<file path="src/logic/cia_consts.vh">
// Constants for the customer-installation alarm monitor.
// Assumes a 32-bit Avalon-MM register port and a 20 MHz system clock.
`ifndef CIA_CONSTS_VH
`define CIA_CONSTS_VH
// Register indices; byte address is four times the index.
`define CIA_IDX_STATUS      12'h0b40
`define CIA_IDX_ENABLE      12'h0b41
`define CIA_IDX_DET_CTRL    12'h0b42
`define CIA_ADDR_W          14
// Field positions.
`define CIA_BIT_AIS_STATE   5
`define CIA_BIT_RAI_STATE   4
`define CIA_BIT_AIS_CHG     1
`define CIA_BIT_RAI_CHG     0
`define CIA_BIT_AIS_DET_EN  0
`define CIA_BIT_RAI_DET_EN  1
`define CIA_BIT_ESF         2
`define CIA_RESET_8         8'h00
// AIS-CI signature, first bit received in bit 0, and its repeat distance.
`define CIA_AIS_SIG         16'h7cff
`define CIA_AIS_PERIOD      386
// RAI message (00000000 11111111) and CI signature (00111110 111111111), LSB first.
`define CIA_RAI_MSG         16'h00ff
`define CIA_RAI_SIG         17'h0_7dff
// Timing in milliseconds and the clock rate in kHz.
`define CIA_CLK_KHZ         20000
`define CIA_RAI_MSG_MS      990
`define CIA_RAI_SIG_MS      90
`define CIA_RAI_PERIOD_MS   1080
`endif

</file>
<file path="src/logic/cia_ais_det.v">
// AIS-CI detector: watches the received DS1 bit stream for the embedded signature.
// Assumes one bit per bit_en pulse, already framed, synchronous to clk.
`timescale 1ns/10ps
`include "cia_consts.vh"
module cia_ais_det #(
	parameter PERIOD   = `CIA_AIS_PERIOD,
	parameter LOCK_CNT = 4
) (
	input  wire clk,      // System clock.
	input  wire srst,     // Synchronous reset, active high.
	input  wire enable,   // Detection enable.
	input  wire bit_en,   // One-cycle pulse per line bit.
	input  wire bit_in,   // Received line bit.
	output reg  present_q // Condition present.
);
	reg [15:0] shift_q;
	reg [8:0]  since_q;
	reg [3:0]  hits_q;
	wire       sig_hit = (shift_q == `CIA_AIS_SIG);
	////////////////////////////////////////////////////////////////////////////////
	// Newest bit enters at the top so the first bit ends in bit 0; a signature
	// seen at exactly the repeat distance counts a hit, anything else resets.
	always @(posedge clk) begin
		if (srst || !enable) begin
			shift_q   <= 16'h0000;
			since_q   <= 9'h000;
			hits_q    <= 4'h0;
			present_q <= 1'b0;
		end else if (bit_en) begin
			shift_q <= {bit_in, shift_q[15:1]};
			since_q <= (since_q == 9'h1ff) ? since_q : since_q + 9'h001;
			if (sig_hit) begin
				since_q <= 9'h001;
				if (since_q == PERIOD[8:0]) begin
					if (hits_q != LOCK_CNT[3:0])
						hits_q <= hits_q + 4'h1;
					else
						present_q <= 1'b1;
				end else begin
					hits_q <= 4'h0;
				end
			end else if (since_q > PERIOD[8:0]) begin
				hits_q    <= 4'h0;
				present_q <= 1'b0;
			end
		end
	end
endmodule

</file>
<file path="src/logic/cia_rai_det.v">
// RAI-CI detector: message for 0.99 s then CI signature for 90 ms, repeating.
// Assumes the ESF data-link bits arrive one per dl_en pulse, synchronous to clk.
`timescale 1ns/10ps
`include "cia_consts.vh"
module cia_rai_det #(
	parameter MSG_CYC = `CIA_RAI_MSG_MS * (`CIA_CLK_KHZ / 1000) * 1000,
	parameter SIG_CYC = `CIA_RAI_SIG_MS * (`CIA_CLK_KHZ / 1000) * 1000,
	parameter TOL_CYC = 100000
) (
	input  wire clk,      // System clock.
	input  wire srst,     // Synchronous reset, active high.
	input  wire enable,   // Detection enable and ESF mode together.
	input  wire dl_en,    // One-cycle pulse per data-link bit.
	input  wire dl_in,    // Data-link bit.
	output reg  present_q // Condition present.
);
	localparam ST_HUNT = 2'd0;
	localparam ST_MSG  = 2'd1;
	localparam ST_SIG  = 2'd2;
	reg [1:0]  state_q;
	reg [16:0] shift_q;
	reg [25:0] tmr_q;
	wire msg_hit = (shift_q[16:1] == `CIA_RAI_MSG);
	wire sig_hit = (shift_q == `CIA_RAI_SIG);
	////////////////////////////////////////////////////////////////////////////////
	// Phase timer checks each message run and signature run against its length.
	always @(posedge clk) begin
		if (srst || !enable) begin
			state_q   <= ST_HUNT;
			shift_q   <= 17'h0_0000;
			tmr_q     <= 26'h000_0000;
			present_q <= 1'b0;
		end else begin
			tmr_q <= (tmr_q == 26'h3ff_ffff) ? tmr_q : tmr_q + 26'h000_0001;
			if (dl_en)
				shift_q <= {dl_in, shift_q[16:1]};
			case (state_q)
			ST_HUNT: begin
				if (msg_hit) begin
					state_q <= ST_MSG;
					tmr_q   <= 26'h000_0000;
				end
			end
			ST_MSG: begin
				if (sig_hit) begin
					if (tmr_q + TOL_CYC >= MSG_CYC) begin
						state_q <= ST_SIG;
						tmr_q   <= 26'h000_0000;
					end else begin
						state_q <= ST_HUNT;
					end
				end else if (tmr_q > MSG_CYC + TOL_CYC) begin
					state_q   <= ST_HUNT;
					present_q <= 1'b0;
				end
			end
			ST_SIG: begin
				if (msg_hit && tmr_q + TOL_CYC >= SIG_CYC) begin
					state_q   <= ST_MSG;
					tmr_q     <= 26'h000_0000;
					present_q <= 1'b1;
				end else if (tmr_q > SIG_CYC + TOL_CYC) begin
					state_q   <= ST_HUNT;
					present_q <= 1'b0;
				end
			end
			default: state_q <= ST_HUNT;
			endcase
		end
	end
endmodule

</file>
<file path="src/logic/cia_monitor.v">
// Customer-installation alarm monitor: two detectors, change flags, enables, IRQ.
// Assumes an Avalon-MM master, framed line bits with strobes, one clock.
//
// Notes on behaviour
// - Status bit 5 reads 1 while the AIS-CI condition is detected.
// - AIS-CI is all ones with signature 01111100 11111111, right to left, every 386 bits.
// - AIS-CI indication stays 0 unless AIS-CI detection is enabled.
// - Status bit 4 reads 1 while RAI-CI is declared, only in ESF framing.
// - RAI-CI repeats every 1.08 s: 0.99 s of RAI message then 90 ms of signature.
// - RAI message matches 00000000 11111111, signature 00111110 111111111, right to left.
// - RAI-CI indication stays 0 unless RAI-CI detection is enabled.
// - Status bit 1 latches on either edge of the AIS-CI condition.
// - Status bit 0 latches on either edge of the RAI-CI condition.
// - Reading the status register clears both change bits.
// - Enable bit 1 gates the AIS-CI change interrupt.
// - Enable bit 0 gates the RAI-CI change interrupt.
`timescale 1ns/10ps
`include "cia_consts.vh"
module cia_monitor #(
	parameter AIS_LOCK    = 4,
	parameter RAI_MSG_CYC = `CIA_RAI_MSG_MS * (`CIA_CLK_KHZ / 1000) * 1000,
	parameter RAI_SIG_CYC = `CIA_RAI_SIG_MS * (`CIA_CLK_KHZ / 1000) * 1000,
	parameter RAI_TOL_CYC = 100000
) (
	input  wire        clk,                // System clock, 20 MHz.
	input  wire        srst,               // Synchronous reset, active high.
	input  wire [13:0] avs_address,        // Byte address.
	input  wire        avs_read,           // Read request.
	input  wire        avs_write,          // Write request.
	input  wire [31:0] avs_writedata,      // Write data.
	input  wire [3:0]  avs_byteenable,     // Byte lanes.
	output reg  [31:0] avs_readdata,       // Read data.
	output reg         avs_waitrequest,    // Stall, high until the answer cycle.
	output reg         avs_response_err_q, // High with an unmapped answer.
	input  wire        line_bit_en,        // Pulse per received line bit.
	input  wire        line_bit,           // Received line bit.
	input  wire        dl_bit_en,          // Pulse per ESF data-link bit.
	input  wire        dl_bit,             // ESF data-link bit.
	output reg         irq_q               // Level interrupt.
);
	reg  [1:0] chg_q;      // Change flags, AIS in bit 1, RAI in bit 0.
	reg  [1:0] irq_en_q;   // Interrupt enables.
	reg  [2:0] det_ctrl_q; // Detection enables and ESF mode.
	reg        ais_last_q;
	reg        rai_last_q;
	reg        done_q;
	wire       ais_now;
	wire       rai_now;
	wire [11:0] idx = avs_address[13:2];
	wire       req = (avs_read | avs_write) & ~done_q;
	wire       hit_st = (idx == `CIA_IDX_STATUS);
	wire       hit_en = (idx == `CIA_IDX_ENABLE);
	wire       hit_dc = (idx == `CIA_IDX_DET_CTRL);
	wire       st_rd = req & avs_read & hit_st;
	wire       wr_en = req & avs_write & avs_byteenable[0];
	wire [1:0] evt = {ais_now ^ ais_last_q, rai_now ^ rai_last_q};
	////////////////////////////////////////////////////////////////////////////////
	// Detectors.
	cia_ais_det #(
		.PERIOD   (`CIA_AIS_PERIOD),
		.LOCK_CNT (AIS_LOCK)
	) u_ais (
		.clk       (clk),
		.srst      (srst),
		.enable    (det_ctrl_q[`CIA_BIT_AIS_DET_EN]),
		.bit_en    (line_bit_en),
		.bit_in    (line_bit),
		.present_q (ais_now)
	);
	cia_rai_det #(
		.MSG_CYC (RAI_MSG_CYC),
		.SIG_CYC (RAI_SIG_CYC),
		.TOL_CYC (RAI_TOL_CYC)
	) u_rai (
		.clk       (clk),
		.srst      (srst),
		.enable    (det_ctrl_q[`CIA_BIT_RAI_DET_EN] & det_ctrl_q[`CIA_BIT_ESF]),
		.dl_en     (dl_bit_en),
		.dl_in     (dl_bit),
		.present_q (rai_now)
	);
	////////////////////////////////////////////////////////////////////////////////
	// Change flags: an edge sets, a status read clears, and the set wins.
	always @(posedge clk) begin
		if (srst) begin
			ais_last_q <= 1'b0;
			rai_last_q <= 1'b0;
			chg_q      <= 2'b00;
		end else begin
			ais_last_q <= ais_now;
			rai_last_q <= rai_now;
			chg_q[`CIA_BIT_AIS_CHG] <= evt[1] | (chg_q[`CIA_BIT_AIS_CHG] & ~st_rd);
			chg_q[`CIA_BIT_RAI_CHG] <= evt[0] | (chg_q[`CIA_BIT_RAI_CHG] & ~st_rd);
		end
	end
	////////////////////////////////////////////////////////////////////////////////
	// Register slave: one wait cycle, answer on the second cycle of a request.
	always @(posedge clk) begin
		if (srst) begin
			irq_en_q           <= 2'b00;
			det_ctrl_q         <= 3'b000;
			done_q             <= 1'b0;
			avs_waitrequest    <= 1'b1;
			avs_readdata       <= 32'h0000_0000;
			avs_response_err_q <= 1'b0;
			irq_q              <= 1'b0;
		end else begin
			irq_q <= |(chg_q & irq_en_q);
			done_q <= req;
			avs_waitrequest <= ~req;
			avs_response_err_q <= req & ~(hit_st | hit_en | hit_dc);
			if (wr_en && hit_en)
				irq_en_q <= avs_writedata[1:0];
			if (wr_en && hit_dc)
				det_ctrl_q <= avs_writedata[2:0];
			avs_readdata <= 32'h0000_0000;
			if (req && avs_read) begin
				if (hit_st)
					avs_readdata <= {26'h000_0000, ais_now, rai_now, 2'b00, chg_q};
				else if (hit_en)
					avs_readdata <= {30'h0000_0000, irq_en_q};
				else if (hit_dc)
					avs_readdata <= {29'h0000_0000, det_ctrl_q};
			end
		end
	end
endmodule

</file>
<file path="config.mk">
export PLATFORM = sky130hd
export DESIGN_NAME = cia_monitor
export DESIGN_NICKNAME = d
export VERILOG_FILES = /design/src/logic/cia_ais_det.v /design/src/logic/cia_rai_det.v /design/src/logic/cia_monitor.v
export VERILOG_INCLUDE_DIRS = /design/src /design/src/logic
export SDC_FILE = /design/constraint.sdc
export NUM_CORES = 1
export LEC_CHECK = 0
export ABC_AREA = 1
export BUFFER_PORTS_ARGS = -buffer_cell sky130_fd_sc_hd__buf_2
export CAP_MARGIN = 5
export CORE_UTILIZATION = 35
export DETAILED_ROUTE_END_ITERATION = 8
export HOLD_SLACK_MARGIN = 0.06
export PLACE_DENSITY = 0.64
export SKIP_CTS_REPAIR_TIMING = 1
export SYNTH_ARGS = -nofsm -noshare
export SYNTH_HDL_FRONTEND = slang
export SYNTH_SLANG_ARGS = --single-unit
export TNS_END_PERCENT = 100
</file>
<file path="constraint.sdc">
create_clock -name clk -period 3.2 [get_ports clk]
set_input_delay 0.16 -clock clk [delete_from_list [all_inputs] [get_ports clk]]
set_output_delay 0.16 -clock clk [all_outputs]
set_load 0.005 [all_outputs]
</file>
# [Word level (Yosys, flattened, before mapping)]
# Cells that the tools add are included.
# Widths: inputs -> output; s select.
[totals] register_bits=121 latch_bits=0 ramBits=0 romBits=0 in_bits=58 out_inout_bits=35 word_cells=124 n_memories=0
[op_classes] n_addsub=4 multipliers=0 div=0 order_cmp=5 eq_ne=21 n_shift=0 muxes=31 bitwise_logic=23 reduce_logical=20
[ops] cell="$mux 26" n=5
[ops] cell="$pmux 26 s3" n=1
[ops] cell="$eq 12x12->1 const B" n=3
[ops] cell="$ge 32x21->1 const B" n=1
[ops] cell="$ge 32x25->1 const B" n=1
[ops] cell="$add 26x17->27 const B" n=1
[ops] cell="$add 26x1->26 const B" n=1
[ops] cell="$eq 26x26->1 const B" n=1
[ops] cell="$gt 26x21->1 const B" n=1
[ops] cell="$gt 26x25->1 const B" n=1
[ops] cell="$eq 9x9->1 const B" n=2
[ops] cell="$mux 9" n=2
[ops] cell="$eq 17x15->1 const B" n=1
[ops] cell="$eq 16x15->1 const B" n=1
[ops] cell="$eq 16x8->1 const B" n=1
[ops] cell="$mux 4" n=4
[ops] cell="$mux 2" n=6
[ops] cell="$add 9x1->9 const B" n=1
[ops] cell="$and 1x1->1" n=9
[ops] cell="$gt 9x9->1 const B" n=1
[ops] cell="$mux 1" n=8
[ops] cell="$reduce_and 4->1" n=2
[ops] cell="$mux 3" n=2
[ops] cell="$mux 6" n=1
[ops] cell="other kinds (24)" n=47

# [Logic depth before layout (Yosys ltp)]
[logic_depth] word_depth=7 ltp_mapped=20 depth_no_buf=20

# [Cells and area by module]
# A second synthesis with hierarchy kept.
[unflattened] cells_unflattened=928 hier_area_um2=6120.9
[modules_own_cells] module="cia_rai_det" instances=1 cells_each=539 area_per_inst_um2=3480.8 seq_area_each_um2=920.9
[modules_own_cells] module="cia_ais_det" instances=1 cells_each=243 area_per_inst_um2=1602.8 seq_area_each_um2=600.6
[modules_own_cells] module="cia_monitor" instances=1 cells_each=146 area_per_inst_um2=1037.2 seq_area_each_um2=360.3

# [Least setup slack after synthesis]
# OpenSTA, ideal clock, no wires.
[synth_timing] path_type="register -> register" from="reg u_rai.tmr_q[5]" to="reg u_rai.tmr_q[13]" t_arrival_ns=2.034 setup_slack_ns=1.058 path_stages_with_launch=20 n_path_buf=1 period_less_slack_ns=2.142 path_cell_list="dfxtp_1 ha_1 o21ai_2 nand2_2 nand2_2 nand2_4 nand2_2 xor2_1 nand2_1 nor2_1 nand2_1 nand2_1 nand2_1 nand2_1 nand2_1 nand2_2 nand3_4 buf_12 nand3_2 inv_2"
[synth_between] elab_chain_len=5
[synth_lines] element="start, declared" line="cia_rai_det.v:22" source="reg [25:0] tmr_q;"
[synth_lines] element="start signal, assigned" line="cia_rai_det.v:34" source="tmr_q <= (tmr_q == 26'h3ff_ffff) ? tmr_q : tmr_q + 26'h000_0001;"
[synth_lines] element="$add 26x17->27 (tied with other cells)" line="cia_rai_det.v:46, cia_rai_det.v:58"
[synth_lines] element="$ge 32x25->1 (tied with other cells)" line="cia_rai_det.v:46" source="if (tmr_q + TOL_CYC >= MSG_CYC) begin"
[synth_lines] element="$mux 26 or $logic_and 1x1->1 (tied branches)" line="cia_rai_det.v:46, cia_rai_det.v:58"
[synth_lines] element="$mux 26, on equally long branches" line="cia_rai_det.v:45, cia_rai_det.v:58"
[synth_lines] element="$pmux 26 s3 *" line="cia_rai_det.v:37" source="case (state_q)"
# Mark *: on every way between the ends. The rest lies on a longest branch, timed or not.
# A chain may end at the register's enable or synchronous reset.

# [Worst setup path in the final report]
[layout_timing] from="reg u_rai.tmr_q[5]" to="reg u_rai.tmr_q[6]"
# The elaborated chain is that of the path after synthesis.

==> metrics.log <==
[metrics] run status: completed
[metrics] Required @ worst endpoint: roughly 3.5 ns
[metrics] top_reg_cell synth: dfxtp_1
[metrics] number of max-slew violations in the final report: 0
[metrics] Most Crowded Layer GR: met2
[metrics] proportion of register bits with asynchronous set or reset after synthesis: 0%
[metrics] synthesized area divided by synthesized cell count: 6.754 um^2
[metrics] Max-cap violations: 0
[metrics] GR met3 Demand/Resource: approximately 3.2%
[metrics] detailed-route DRC error count: 0
[metrics] total number of yosys warnings: 0
[metrics] buffer cell driving the clock tree root: clkbuf_16
[metrics] setup skew after layout: ~0.0079 ns
[metrics] clock latency of the later-clocked register in the worst-skew pair: between 0.3 and 0.4 ns
[metrics] wire length reported by the detailed router: approximately 12 mm
[metrics] half-perimeter wire length after placement: roughly 8.8 mm
[metrics] Post-DRT Antenna Nets: 0
[metrics] clock transition at the register clock pins on the worst setup and hold paths after CTS: about 0.070 ns
[metrics] critical path class: flop to flop
[metrics] Hold Fails Final Rpt: 0
[metrics] vias: between 4,000 and 5,000
[metrics] upper clock frequency limit: about 380 MHz
[metrics] minimum setup slack in the final design: 0.5425 ns
[metrics] number of instances in the placed design: 1,069
[metrics] leading cell types by total area after synthesis: dfxtp_1 (33%), nand2_1 (11%), inv_1 (7.5%)
[metrics] Final Core Density: 39.10%
[metrics] final weighted congestion in routability-driven placement: around 0.87
[metrics] Longest Clk Path Bufs: 2
[metrics] count of standard-cell rows: 46
[metrics] data arrival at the endpoint of the critical path: between 2 and 3 ns
[metrics] largest net degree at the start of global routing: 32
[metrics] final setup violation count: 0
[metrics] flop and latch count out of synthesis: between 90 and 100
[metrics] area fraction of the dominant cell type after synthesis: 33.09%
[metrics] vias per std cell: ~4.6
[metrics] max_slew headroom: a little under three fifths
[metrics] worst slew pin tran: roughly 0.66 ns
[metrics] critical path capture point type: flop
[metrics] final global-route overflow total: 0
[metrics] power per unit of standard cell area: around 370 nW/um^2
[metrics] leakage power: approximately 2.6 nW
[metrics] class of the tightest hold or removal check: input pin to flop
[metrics] Min Clock Period, post-route: around 2.7 ns
[metrics] net total in the final layout: 936
[metrics] Die Y: ~130 um
[metrics] post-synthesis to final-layout area growth: 9.219%
[metrics] clock net sink count: 94
[metrics] TNS Setup: 0 ns
[metrics] worst-path fanout max: 25
[metrics] Horiz. Die Dim: 129.5 um
[metrics] total iterations of the first detailed-routing run: 4
[metrics] final cell count without fillers: 1,086
[metrics] Peak VDD IR: 256.4 uV
[metrics] proportion of synthesized chip area in sequential cells: approximately a third
[metrics] setup repair after global routing missed its margin: false
[metrics] Num CTS Buffers: 9
[metrics] initial standard-cell utilization of the core: 35.80%
[metrics] top-level I/O count: 93
[metrics] grt met1 use: about a fifth
[metrics] number of antenna violations at the first check in global routing: 0
[metrics] global-route usage over all layers: 15.17%
[metrics] Worst Setup Start Kind: flop
[metrics] number of violations reported at the end of detailed-routing iteration 0: ~230
[metrics] antenna cell count: 0
[metrics] total number of H-tree levels: 3
[metrics] share of the cycle needed by the critical path after routing: 83.05%
[metrics] Worst Setup Slack post-DPL: roughly 0.54 ns
[metrics] Yosys cell types: 46
[metrics] global-route wire length before repair: 20.27 mm
[metrics] layout cells sized above 1: about 15%
[metrics] synthesized cell area: 5687 um^2
[metrics] Die Outline Area: about 17,000 um^2
[metrics] Port Buffers: 31
[metrics] DR WL/cell: about 11 um
[metrics] synthesized instance count: around 840
[metrics] met2 Resource Use GR: 24.07%
[metrics] vias in the first global route: around 4,400
[metrics] post-synth top area cell: dfxtp_1
[metrics] area of the core: 15,890 um^2
[metrics] count of flip-flops with a built-in enable after synthesis: 0
[metrics] clock tree from TritonCTS: yes
-- layout make-up --
| cell class | instances | area, um^2 |
|---|---|---|
| Multi-Input combinational cell | 587 | 3063 |
| Clock buffer | 9 | 225.2 |
| Clock inverter | 7 | 68.82 |
| Fill cell | 1716 | 9674 |
| Inverter | 139 | 521.8 |
| Timing Repair Buffer | 34 | 180.2 |
| Sequential cell | 94 | 1882 |
| Tap cell | 216 | 270.3 |
-- logic make-up after synthesis --
family                     share of synthesized area, %
and+or+nand+nor                                   34.30
buffers and inverters                             14.85
DFF                                               33.09
AOI/OAI and AO/OA                                 8.625
xor gates and xnor gates                          3.828
adders and majority gates                         2.860
muxes                                             2.376
other                                           0.06594
-- flip-flops by register name (all words and copies together) (netlist names) --
name	cells
u_rai.tmr_q	26
u_rai.shift_q	17
u_ais.shift_q	16
u_ais.since_q	9
avs_readdata	5
u_ais.hits_q	4
det_ctrl_q	3
chg_q	2
irq_en_q	2
u_rai.state_q	2
ais_last_q	1
avs_response_err_q	1
avs_waitrequest	1
done_q	1
irq_q	1
rai_last_q	1
u_ais.present_q	1
u_rai.present_q	1
-- critical path, stage by stage, from the launching register on --
cell and delay [ns]:
dfxtp_1 0.34, ha_1 0.28, o21ai_2 0.17, nand2_2 0.12, nand2_2 0.12, nand2_4 0.08
nand2_2 0.07, xor2_1 0.18, nand2_1 0.07, nor2_1 0.09, nand2_1 0.06, nand2_1 0.05
nand2_1 0.06, nand2_1 0.09, nand2_1 0.07, nand2_2 0.11, nand3_4 0.34, nand3_1 0.18
inv_1 0.05
-- worst paths after layout --
check / startpoint / to / slack [ns] / cells after the start
max: u_rai.tmr_q[5]$_SDFF_PP0_ / u_rai.tmr_q[6]$_SDFF_PP0_ / 0.54 / 18
min: avs_writedata[1] / irq_en_q[1]$_SDFFE_PP0P_ / 0.07 / 3
max reg2reg: u_rai.tmr_q[5]$_SDFF_PP0_ / u_rai.tmr_q[6]$_SDFF_PP0_ / 0.54 / 18
min reg2reg: u_ais.shift_q[0]$_SDFFE_PP0P_ / u_ais.shift_q[0]$_SDFFE_PP0P_ / 0.47 / 2
-- where the power goes --
| part | switching, mW | internal, mW | total, mW |
|---|---|---|---|
| Clock | 0.511 | 0.547 | 1.06 |
| Sequential | 0.00108 | 1.17 | 1.17 |
| Combinational | 0.0356 | 0.0193 | 0.0549 |
-- layout by cell type, fill, tap and decap left out, types with 2 or more instances in the layout --
cell         n
nand3_1     45
nand3_2      5
nand2_2     26
buf_4        2
ha_1        13
nor2_2       3
inv_2       25
nor3b_1      4
nor2_1      83
nor3_2       2
o21ai_1      2
inv_1      114
o21ai_0     22
a31oi_1      3
clkbuf_16    9
nor4_1      15
xnor2_1      6
a221oi_1     2
a21oi_1     50
nand2_1    174
inv_8        2
conb_1      27
buf_2       31
a211oi_1     3
xor2_1      17
mux2_2      12
nor3_1      36
nand4_1     22
dfxtp_1     94
-- per-stage QoR --
step	hold WS, ns	power [mW]	cell area (um^2)
floorplan	0.2855	1.257	5784
global placement	0.3961	1.253	5907
detailed placement	0.4085	1.254	5907
CTS	0.03185	2.322	6201
global route	0.06742	2.385	6211
finish	0.06507	2.286	6211
-- synthesized netlist by cell type (12+ instances only) --
library cell  number
nand3_1           45
dfxtp_1           94
inv_2             25
ha_1              13
nor4_1            15
o21ai_0           22
buf_4             29
nor2_1            83
nand4_1           22
mux2_2            12
nand2_1          174
xor2_1            17
inv_1            114
nand2_2           26
nor3_1            37
a21oi_1           50
-- per-layer routing --
metal / part of all wire, % / wire, um
met4: 2.3 / 267
met5: 0 / 0
met2: 45 / 5342
met3: 3.0 / 353
met1: 50 / 5864
No activity file was read; power rests on OpenSTA's default activity.
